--- src/shared/flag_unit_defines.svh ---
// Purpose: constants for the flag register and sense switch test unit
// Assumes: 24-bit instruction word, bit 0 is the most significant bit
// Notes: bit numbers below are hardware bit indices (bit 0 = LSB)
`ifndef FLAG_UNIT_DEFINES_SVH
`define FLAG_UNIT_DEFINES_SVH

`define WORD_W 24
`define FLAG_W 6
`define PC_W 15
// Hardware bit indices of the word (bit n of the doc = [23-n])
`define MODE_BIT 14
`define RTEST_BIT 13
`define STEST_BIT 12
`define RMASK_HI 11
`define RMASK_LO 6
`define SMASK_HI 5
`define SMASK_LO 0
`define FLAG_RESET 6'h00
`define PC_RESET 15'h0000
`define PC_STEP 15'h0001
`define PC_SKIP 15'h0002
// Register map
`define ADDR_CTRL 32'h00
`define ADDR_INSN 32'h04
`define ADDR_STATUS 32'h08
`define ADDR_PC 32'h0C
`define ADDR_SWITCH 32'h10
`define CTRL_GO_BIT 0
`define CTRL_REPEAT_BIT 1
`define CTRL_VARIANT_LO 2
`define RESP_OKAY 2'h0
`define RESP_SLVERR 2'h2

`endif

--- src/shared/flag_unit_pkg.sv ---
// Purpose: types for the flag register and sense switch test unit
// Assumes: constants come from flag_unit_defines.svh
// Notes: variant codes are chosen by software in the control register
`include "flag_unit_defines.svh"
`default_nettype none
package flag_unit_pkg;
  typedef enum logic [1:0] {
    flag_reset_set = 2'h0,
    flag_set_test_reset = 2'h1,
    flag_reset_test_set = 2'h2
  } variant_e;
  typedef enum logic [1:0] {
    st_idle = 2'h0,
    st_exec = 2'h1,
    st_skip = 2'h2
  } exec_state_e;
  typedef struct packed {
    logic mode_switch;
    logic comb_reset;
    logic comb_set;
    logic [`FLAG_W-1:0] reset_mask;
    logic [`FLAG_W-1:0] set_mask;
  } insn_fields_s;
endpackage
`default_nettype wire

--- src/hw/switch_sync.sv ---
// Purpose: three-stage synchroniser with agreement filter for sense switches
// Assumes: switches are asynchronous to clk_i
// Notes: output changes only once stages two and three agree
`include "flag_unit_defines.svh"
`default_nettype none
module switch_sync (
  // Clock and reset
  input wire logic clk_i,
  input wire logic reset_n_i,
  // Raw and filtered switches
  input wire logic [`FLAG_W-1:0] raw_i,
  output logic [`FLAG_W-1:0] clean_o
);
  logic [`FLAG_W-1:0] s1, s2, s3, clean;
  logic [`FLAG_W-1:0] next_clean;

  // Accept a new level only when the last two stages agree
  always_comb begin
    next_clean = clean;
    for (int i = 0; i < `FLAG_W; i++) begin
      if (s2[i] == s3[i]) begin
        next_clean[i] = s3[i];
      end
    end
  end

  // First stage feeds only the second stage
  always_ff @(posedge clk_i or negedge reset_n_i) begin
    if (!reset_n_i) begin
      s1 <= 6'h00;
      s2 <= 6'h00;
      s3 <= 6'h00;
      clean <= 6'h00;
    end else begin
      s1 <= raw_i;
      s2 <= s1;
      s3 <= s2;
      clean <= next_clean;
    end
  end

  assign clean_o = clean;
endmodule // switch_sync
`default_nettype wire

--- src/hw/flag_unit.sv ---
// Purpose: flag register control and sense switch test execution unit
// Assumes: AXI4-Lite slave; software loads an instruction word and starts it
// Notes: one cycle per operation, a second cycle when a skip advances the PC
//
// Implementation choices: the AXI4-Lite slave port and the register addresses.
`include "flag_unit_defines.svh"
`default_nettype none

////////////////////////////////////////////////////////////////////////////////
module flag_unit
  import flag_unit_pkg::*;
(
  // Clock and reset
  input wire logic clk_i,
  input wire logic reset_n_i,
  // AXI4-Lite write channels
  input wire logic [31:0] awaddr,
  input wire logic awvalid,
  output logic awready,
  input wire logic [31:0] wdata,
  input wire logic [3:0] wstrb,
  input wire logic wvalid,
  output logic wready,
  output logic [1:0] bresp,
  output logic bvalid,
  input wire logic bready,
  // AXI4-Lite read channels
  input wire logic [31:0] araddr,
  input wire logic arvalid,
  output logic arready,
  output logic [31:0] rdata,
  output logic [1:0] rresp,
  output logic rvalid,
  input wire logic rready,
  // Console
  input wire logic [`FLAG_W-1:0] sense_switch_i,
  output logic [`FLAG_W-1:0] flag_lamp_o,
  output logic overflow_o,
  output logic busy_o
);

  // Field decode used by the execution path and the assertions
  function automatic insn_fields_s decode(input logic [`WORD_W-1:0] w);
    insn_fields_s f;
    f.mode_switch = w[`MODE_BIT];
    f.comb_reset = w[`RTEST_BIT];
    f.comb_set = w[`STEST_BIT];
    // Doc bit 12 is hardware bit 11; flag one sits at lamp index 0
    for (int i = 0; i < `FLAG_W; i++) begin
      f.reset_mask[i] = w[`RMASK_HI - i];
      f.set_mask[i] = w[`SMASK_HI - i];
    end
    return f;
  endfunction

  logic [`FLAG_W-1:0] switches;
  logic [`FLAG_W-1:0] flags, next_flags;
  logic [`PC_W-1:0] pc, next_pc;
  logic [`WORD_W-1:0] insn, next_insn;
  variant_e variant, next_variant;
  exec_state_e state, next_state;
  logic skip_flag, next_skip_flag;
  logic refused, next_refused;
  logic go_pulse, repeat_req;
  variant_e go_variant;
  insn_fields_s f;
  logic skip_now;
  logic [`FLAG_W-1:0] exec_flags;

  switch_sync u_sync (
    .clk_i(clk_i),
    .reset_n_i(reset_n_i),
    .raw_i(sense_switch_i),
    .clean_o(switches)
  );

  //////////////////////////////////////////////////////////////////////////////
  // AXI4-Lite slave: address and data taken in either order
  logic aw_held, w_held, next_aw_held, next_w_held;
  logic [31:0] aw_addr, next_aw_addr, w_data, next_w_data;
  logic [3:0] w_strb, next_w_strb;
  logic next_bvalid, next_rvalid;
  logic [1:0] next_bresp, next_rresp;
  logic [31:0] next_rdata;
  logic do_write;

  assign awready = !aw_held && !bvalid;
  assign wready = !w_held && !bvalid;
  assign arready = !rvalid;
  assign do_write = aw_held && w_held && !bvalid;

  // Bus next-state; register writes are applied in the execution block
  always_comb begin
    next_aw_held = aw_held;
    next_w_held = w_held;
    next_aw_addr = aw_addr;
    next_w_data = w_data;
    next_w_strb = w_strb;
    next_bvalid = bvalid;
    next_bresp = bresp;
    next_rvalid = rvalid;
    next_rresp = rresp;
    next_rdata = rdata;
    if (awvalid && awready) begin
      next_aw_held = 1'b1;
      next_aw_addr = awaddr;
    end
    if (wvalid && wready) begin
      next_w_held = 1'b1;
      next_w_data = wdata;
      next_w_strb = wstrb;
    end
    if (do_write) begin
      next_aw_held = 1'b0;
      next_w_held = 1'b0;
      next_bvalid = 1'b1;
      unique case (aw_addr)
        `ADDR_CTRL, `ADDR_INSN, `ADDR_STATUS, `ADDR_PC, `ADDR_SWITCH: next_bresp = `RESP_OKAY;
        default: next_bresp = `RESP_SLVERR;
      endcase
    end else if (bvalid && bready) begin
      next_bvalid = 1'b0;
    end
    if (arvalid && arready) begin
      next_rvalid = 1'b1;
      next_rresp = `RESP_OKAY;
      unique case (araddr)
        `ADDR_CTRL: next_rdata = {28'h0000000, variant, 2'h0};
        `ADDR_INSN: next_rdata = {8'h00, insn};
        `ADDR_STATUS: next_rdata = {22'h000000, refused, skip_flag, busy_o, state == st_skip, flags};
        `ADDR_PC: next_rdata = {17'h00000, pc};
        `ADDR_SWITCH: next_rdata = {26'h0000000, switches};
        default: begin
          next_rdata = 32'h00000000;
          next_rresp = `RESP_SLVERR;
        end
      endcase
    end else if (rvalid && rready) begin
      next_rvalid = 1'b0;
    end
  end

  // Bus registers
  always_ff @(posedge clk_i or negedge reset_n_i) begin
    if (!reset_n_i) begin
      aw_held <= 1'b0;
      w_held <= 1'b0;
      aw_addr <= 32'h00000000;
      w_data <= 32'h00000000;
      w_strb <= 4'h0;
      bvalid <= 1'b0;
      bresp <= 2'h0;
      rvalid <= 1'b0;
      rresp <= 2'h0;
      rdata <= 32'h00000000;
    end else begin
      aw_held <= next_aw_held;
      w_held <= next_w_held;
      aw_addr <= next_aw_addr;
      w_data <= next_w_data;
      w_strb <= next_w_strb;
      bvalid <= next_bvalid;
      bresp <= next_bresp;
      rvalid <= next_rvalid;
      rresp <= next_rresp;
      rdata <= next_rdata;
    end
  end

  // Control write: go bit starts, repeat bit marks a repeat attempt
  assign go_pulse = do_write && aw_addr == `ADDR_CTRL && w_strb[0] && w_data[`CTRL_GO_BIT];
  assign repeat_req = w_data[`CTRL_REPEAT_BIT];
  assign go_variant = variant_e'(w_data[`CTRL_VARIANT_LO +: 2]);

  //////////////////////////////////////////////////////////////////////////////
  // Execution
  assign f = decode(insn);

  // Skip decision and flag update of the operation in flight
  always_comb begin
    logic any_hit;
    any_hit = 1'b0;
    exec_flags = flags;
    if (f.mode_switch) begin
      // Merged test: any satisfied condition suppresses the skip
      any_hit = |(switches & f.set_mask) | |(~switches & f.reset_mask);
      if (f.comb_reset) begin
        any_hit = any_hit | |(~flags & f.reset_mask);
      end
      if (f.comb_set) begin
        any_hit = any_hit | |(flags & f.set_mask);
      end
      exec_flags = flags;
    end else begin
      unique case (variant)
        flag_reset_set: begin
          any_hit = 1'b1;
          // Both masks toggle, one mask forces
          exec_flags = (flags & ~f.reset_mask & ~f.set_mask) | (f.set_mask & ~f.reset_mask)
                       | (~flags & f.reset_mask & f.set_mask);
        end
        flag_set_test_reset: begin
          any_hit = |(flags & f.set_mask);
          exec_flags = flags & ~f.reset_mask;
        end
        flag_reset_test_set: begin
          any_hit = |(~flags & f.reset_mask);
          exec_flags = flags | f.set_mask;
        end
        default: begin
          any_hit = 1'b1;
          exec_flags = flags;
        end
      endcase
    end
    skip_now = !any_hit;
  end

  // Sequencer, flags, PC and software-written registers
  always_comb begin
    next_state = state;
    next_flags = flags;
    next_pc = pc;
    next_insn = insn;
    next_variant = variant;
    next_skip_flag = skip_flag;
    next_refused = refused;
    if (do_write && aw_addr == `ADDR_INSN && state == st_idle) begin
      next_insn = w_data[`WORD_W-1:0];
    end
    if (do_write && aw_addr == `ADDR_PC && state == st_idle) begin
      next_pc = w_data[`PC_W-1:0];
    end
    if (do_write && aw_addr == `ADDR_STATUS && w_data[9]) begin
      next_refused = 1'b0;
    end
    unique case (state)
      st_idle: begin
        if (go_pulse && repeat_req) begin
          next_refused = 1'b1;
        end else if (go_pulse) begin
          next_variant = go_variant;
          next_state = st_exec;
        end
      end
      st_exec: begin
        next_flags = exec_flags;
        next_skip_flag = skip_now;
        if (skip_now) begin
          next_state = st_skip;
        end else begin
          next_pc = pc + `PC_STEP;
          next_state = st_idle;
        end
      end
      st_skip: begin
        next_pc = pc + `PC_SKIP;
        next_state = st_idle;
      end
      default: next_state = st_idle;
    endcase
  end

  // Execution registers
  always_ff @(posedge clk_i or negedge reset_n_i) begin
    if (!reset_n_i) begin
      state <= st_idle;
      flags <= `FLAG_RESET;
      pc <= `PC_RESET;
      insn <= 24'h000000;
      variant <= flag_reset_set;
      skip_flag <= 1'b0;
      refused <= 1'b0;
    end else begin
      state <= next_state;
      flags <= next_flags;
      pc <= next_pc;
      insn <= next_insn;
      variant <= next_variant;
      skip_flag <= next_skip_flag;
      refused <= next_refused;
    end
  end

  // Lamps come straight from the flag flops; index 0 is overflow, so no glitch reaches the console
  assign flag_lamp_o = flags;
  assign overflow_o = flags[0];
  assign busy_o = state != st_idle;
endmodule // flag_unit
`default_nettype wire

--- config.mk ---
export PLATFORM = sky130hd
export DESIGN_NAME = flag_unit
export DESIGN_NICKNAME = d
export VERILOG_FILES = /design/src/shared/flag_unit_pkg.sv /design/src/hw/switch_sync.sv /design/src/hw/flag_unit.sv
export VERILOG_INCLUDE_DIRS = /design/src /design/src/shared
export SDC_FILE = /design/constraint.sdc
export NUM_CORES = 1
export LEC_CHECK = 0
export ABC_AREA = 0
export CORE_MARGIN = 4
export CORE_UTILIZATION = 40
export DETAILED_ROUTE_END_ITERATION = 8
export DONT_BUFFER_PORTS = 1
export GPL_TIMING_DRIVEN = 0
export PLACE_DENSITY = 0.51
export SLEW_MARGIN = 10
export SYNTH_ARGS = -nofsm -noshare
export SYNTH_HDL_FRONTEND = slang
export SYNTH_HIERARCHICAL = 1
export SYNTH_SLANG_ARGS = --single-unit
--- constraint.sdc ---
create_clock -name clk_i -period 5.2 [get_ports clk_i]
set_input_delay 1.56 -clock clk_i [delete_from_list [all_inputs] [get_ports clk_i]]
set_output_delay 1.56 -clock clk_i [all_outputs]
set_load 0.005 [all_outputs]
==> results.toml, run 1 <==
[global_route]
grt_pass1_vias = 5291
grt_pass1_wl_microns = 31000
overflow = 0
grt_max_degree = 163
antenna_found_initial = 4
track_usage_pct = 19.6

[logic_synthesis]
yosys-top-cells-area = "dfrtp_1 54%, mux2_2 12%, mux2i_1 2.8%, o21ai_0 2.8%, nand2_1 2.2%"
synthFlopType = "dfrtp_1"
synth-edff-count = 0
syn-instance-count = 640
syn_avg_cell_area_sq_um = 11.7
synth_most_common_cell = "dfrtp_1"
yosysWarnings = 6
ys_ff_latch = 162
ys_seq_area_share_pct = 54.4
async_reset_ff_share_pct = 100
syn_area_sq_um = 7460
yosys-top-cells-count = "162 x dfrtp_1, 79 x mux2_2, 43 x nand2_1"
yosysTopAreaCell = "dfrtp_1"
synth.distinct_cells = 61
synth_top_area_share_pct = 54.4

[clock_tree]
cts_buffers = 17
cts_setup_buffers = 0
cts_resized = 0
cts.sinks = 162
insertion_delay_ps = 430
root_buffer = "clkbuf_16"
cts_tree = "done"
clk_pin_slew_worst_paths_ps = 70
clk_path_buf_depth = 2
htree_levels = 4
cts-hold-fix-buffers = 0

[min_path]
hold_end = "u_sync/s2[5]$_DFF_PN0_"
worstHoldStart = "u_sync/s1[5]$_DFF_PN0_"
hold_depth = 0
hp-class = "reg2reg"

[power]
p_total_w = 0.00349
leakage_nw = 3.51
peakVddDrop_v = 0.000241
p_per_area_nw_per_um2 = 417

[finish]
drive_gt1_share_pct = 22.5
fin_nets = 789
fin_cells = 910
area_delta_synth_final_pct = 12.0

[drt]
drc = 0
drt_wl_total_microns = 20000
wl_per_cell_microns = 22.0
antenna_left = 0
dr_total_vias = 5246
avgViaCountPerCell = 5.76
drt-pass1-iter-count = 6
drtIter0Drc = 332

[worst_setup_path]
path_cells = "nor4_1 -> nand4_1 -> nor3_2 -> o21ai_1 -> nor3_1 -> a22oi_1 -> o21ai_0"
crit_fanout = 7
ff2ff_path_depth = 6
cpLargestDelayFamily = "simple AND/OR/NAND/NOR gates"
rr_endpoint = "pc[12]$_DFF_PN0_"
start_kind = "input port"
required_ps = 5540
cpPeakStageDelay_ps = 550
worst-endpoint-arrival_ps = 3580
critPathSlowestCell = "nor3_1"
r2r_start = "flag_lamp_o[0]$_DFFE_PN0P_"
critPathKind = "in2reg"
cp-end-kind = "flop"
regToRegSetupSlack_ps = 2450
critical_path_buf_inv_count = 0

[die]
core_area_sq_um = 18100
dieArea_sq_um = 20900
row_count = 49
die_w_microns = 145
die_h_microns = 145
ios = 162
start_util_pct = 41.1

[sta]
worst_slew_pin_slew_ps = 790
fin_crit_ps = 3240
tns_ps = 0
period_share_pct = 62.3
finalHoldViolations = 0
hold_ws_ps = 350
setup_ws_ps = 1960
skew_ps = 16.3
fmax_ghz = 0.309
setup_viol = 0
drv_slew = 0
relSlewSlack_pct = 47.3
rsz0062_at_grt = "no"

[place]
place.gp.congestion = 0.831
dp_hpwl_microns = 14800
pre_cts_slack_ps = 1560
port_buffers = 0
dp_cells = 878

[run_status]
status = "finished clean"

[flow_run]
max-cap-violations = 0
## where the power goes
group          internal, W  switching, W  leakage [nW]
Sequential         0.00153      0.000235          2.06
Combinational     0.000293      0.000188          1.18
Clock             0.000685      0.000562         0.275
Total              0.00250      0.000985          3.51
## cell usage in the layout, fill, tap and decap left out, types with 8 or more instances in the layout
cell | netlist | routed
nand3_1 | 14 | 14
a22o_1 | 13 | 13
nor4_1 | 9 | 9
o21ai_0 | 42 | 42
mux2i_1 | 21 | 21
nor2_1 | 33 | 33
clkbuf_1 | 22 | 22
a22oi_1 | 17 | 17
clkbuf_16 | 0 | 17
dfrtp_1 | 162 | 162
o22ai_1 | 10 | 10
nor3_1 | 13 | 13
buf_4 | 12 | 12
conb_1 | 1 | 10
ha_1 | 8 | 8
a21oi_1 | 15 | 15
mux2_2 | 79 | 79
nand2_1 | 43 | 43
inv_1 | 18 | 18
## kinds of logic after synthesis
kind of cell	synth area share (%)
AND/OR/NAND/NOR	11.3
adder cells (fa/ha/maj)	2.25
XOR/XNOR	0.352
multiplexers	14.7
AO/OA/AOI/OAI	13.3
flip-flops	54.4
other	0.0503
buffers and inverters	3.67
## layout make-up
class	instances	area [sq um]
antenna	1	2.50
tap	229	287
clock buffer	18	439
sequential	162	4050
fill	1728	9790
multi-input combinational	428	3160
clock inverter	13	136
buffer	40	203
inverter	19	71.3
## stage by stage
| stage | util [%] | area [sq um] |
|---|---|---|
| 5_1_grt | 46.0 | 8360 |
| 3_3_place_gp | 42.9 | 7780 |
| 6_report | 46.0 | 8360 |
| 2_1_floorplan | - | 7490 |
| 4_1_cts | 46.0 | 8350 |
| 3_5_place_dp | 42.9 | 7780 |
## how the worst max path moves through the flow
stage / startpoint / endpoint / slack [ps] / depth (start not counted)
after floorplan: araddr[7] / rdata[5]$_DFFE_PN0P_ / 2070 / 9
after global placement: araddr[10] / rdata[7]$_DFFE_PN0P_ / 1590 / 7
after detailed placement: araddr[10] / rdata[6]$_DFFE_PN0P_ / 1560 / 7
after CTS: araddr[10] / rdata[7]$_DFFE_PN0P_ / 2010 / 7
after global routing: araddr[26] / rdata[7]$_DFFE_PN0P_ / 1770 / 7
final: araddr[10] / rdata[7]$_DFFE_PN0P_ / 1960 / 7
## metal layers
layer  wire (microns)  track usage, %
met3             1380            6.81
met1             9140            27.0
met5               47               0
met2             9210            29.9
met4              212            4.96
## state kept, by name, indices dropped and copies added (netlist names), 2 cells and up
name,count
aw_addr,32
variant,2
state,2
u_sync/clean_o,6
rdata,24
pc,15
u_sync/s1,6
u_sync/s3,6
u_sync/s2,6
w_data,24
flag_lamp_o,6
insn,24
Power figures use the tool's default switching activity.
==> run 2, diff against run 1 <==
- PLACE_DENSITY: 0.51 -> 0.53
- clock period: 5.2 -> 2.7 ns (I/O delays scaled with it)
==> results.toml, run 2 (synthesized netlist as in run 1, its figures left out) <==
[sta]
hold_ws_ps = 94.9
drv_slew = 0
setup_viol = 0
tns_ps = 0
rsz0062_at_grt = "no"
period_share_pct = 94.5
skew_ps = 14.7
worst_slew_pin_slew_ps = 724
fin_crit_ps = 2550
relSlewSlack_pct = 51.7
fmax_ghz = 0.392
finalHoldViolations = 0

[worst_setup_path]
crit_fanout = 7
worst-endpoint-arrival_ps = 2860
ff2ff_path_depth = 8
start_kind = "flop"
cp-end-kind = "flop"
r2r_start = "flag_lamp_o[3]$_DFFE_PN0P_"
critPathKind = "reg2reg"
rr_endpoint = "pc[4]$_DFF_PN0_"
regToRegSetupSlack_ps = 150
required_ps = 3000

[clock_tree]
clk_path_buf_depth = 2
cts.sinks = 162
cts_buffers = 17
root_buffer = "clkbuf_16"
clk_pin_slew_worst_paths_ps = 70
cts-hold-fix-buffers = 0
cts_tree = "done"
htree_levels = 4
insertion_delay_ps = 430

[run_status]
status = "finished clean"

[drt]
avgViaCountPerCell = 5.71
wl_per_cell_microns = 21.2
dr_total_vias = 5206
drc = 0
drt-pass1-iter-count = 5
antenna_left = 0
drt_wl_total_microns = 19300
drtIter0Drc = 377

[place]
port_buffers = 0
dp_hpwl_microns = 14300
place.gp.congestion = 0.885

[finish]
final_common_cell = "dfrtp_1"
area_delta_synth_final_pct = 12.1
final_cell_mix = "162 x dfrtp_1, 79 x mux2_2, 42 x nand2_1, 42 x o21ai_0, 33 x nor2_1"
largest_register = "aw_addr"
largest_reg_flops = 32
fin_nets = 789
drive_gt1_share_pct = 22.8

[global_route]
grt_pass1_wl_microns = 30300
grt_pass1_vias = 5448
grt_max_degree = 163
antenna_found_initial = 2
overflow = 0
track_usage_pct = 19.0

[die]
start_util_pct = 41.1
die_w_microns = 145
core_area_sq_um = 18100
dieArea_sq_um = 20900
die_h_microns = 145
ios = 162
row_count = 49

[power]
leakage_nw = 3.53
peakVddDrop_v = 0.000534
p_per_area_nw_per_um2 = 800

[min_path]
hp-class = "in2async"

[flow_run]
max-cap-violations = 0
[run 2: per-layer routing]
metal / part of all wire [%] / global-route usage (%)
met5: 0.067 / 0
met2: 46 / 28.7
met1: 45 / 26.2
met4: 1.4 / 5.40
met3: 7.9 / 6.45
[run 2: worst max-delay path by stage]
| stage | cells after the start | endpoint | startpoint |
|---|---|---|---|
| floorplan | 9 | rdata[5]$_DFFE_PN0P_ | araddr[7] |
| global placement | 7 | rdata[8]$_DFFE_PN0P_ | araddr[22] |
| detailed placement | 7 | rdata[8]$_DFFE_PN0P_ | araddr[22] |
| CTS | 8 | pc[6]$_DFF_PN0_ | flag_lamp_o[3]$_DFFE_PN0P_ |
| global route | 7 | insn[19]$_DFFE_PN0P_ | aw_addr[16]$_DFFE_PN0P_ |
| finish | 8 | pc[4]$_DFF_PN0_ | flag_lamp_o[3]$_DFFE_PN0P_ |
[run 2: cell type report]
type / count / area [sq um]
Fill cell: 1703 / 9780
Antenna cell: 2 / 5.00
Buffer: 40 / 203
Sequential cell: 162 / 4050
Tap cell: 229 / 287
Multi-Input combinational cell: 428 / 3170
Clock inverter: 14 / 149
Clock buffer: 17 / 425
Inverter: 19 / 71.3
[run 2: critical path, stage by stage (launching register included)]
cell,delay (ps)
dfrtp_1,500
a22oi_1,260
nand3_1,150
a211oi_1,420
and2_1,180
clkbuf_1,270
nor3_1,100
o21a_1,190
or3_1,360
[run 2: repair_timing]
action                                  CTS  global route
endpoints found under the setup margin    1             1
resized for setup                         1             1
setup buffers                             0             0
[run 2: where the power goes]
part / switching (W) / internal (W) / leakage (nW) / total (W)
sequential: 0.000447 / 0.00294 / 2.06 / 0.00338
clock: 0.00107 / 0.00130 / 0.287 / 0.00237
combinational: 0.000365 / 0.000564 / 1.18 / 0.000929
total: 0.00188 / 0.00480 / 3.53 / 0.00669
[run 2: stage by stage]
step                      area, sq um  worst slack [ps]  power, W  cells  utilization [%]
after detailed placement         7780              -232   0.00438    878             42.9
after floorplan                  7490               320   0.00406    649                -
after global routing             8360              16.1   0.00703    910             46.1
after CTS                        8360               128   0.00677    909             46.0
after global placement           7780              -147   0.00432    878             42.9
final                            8360               148   0.00669    911             46.1
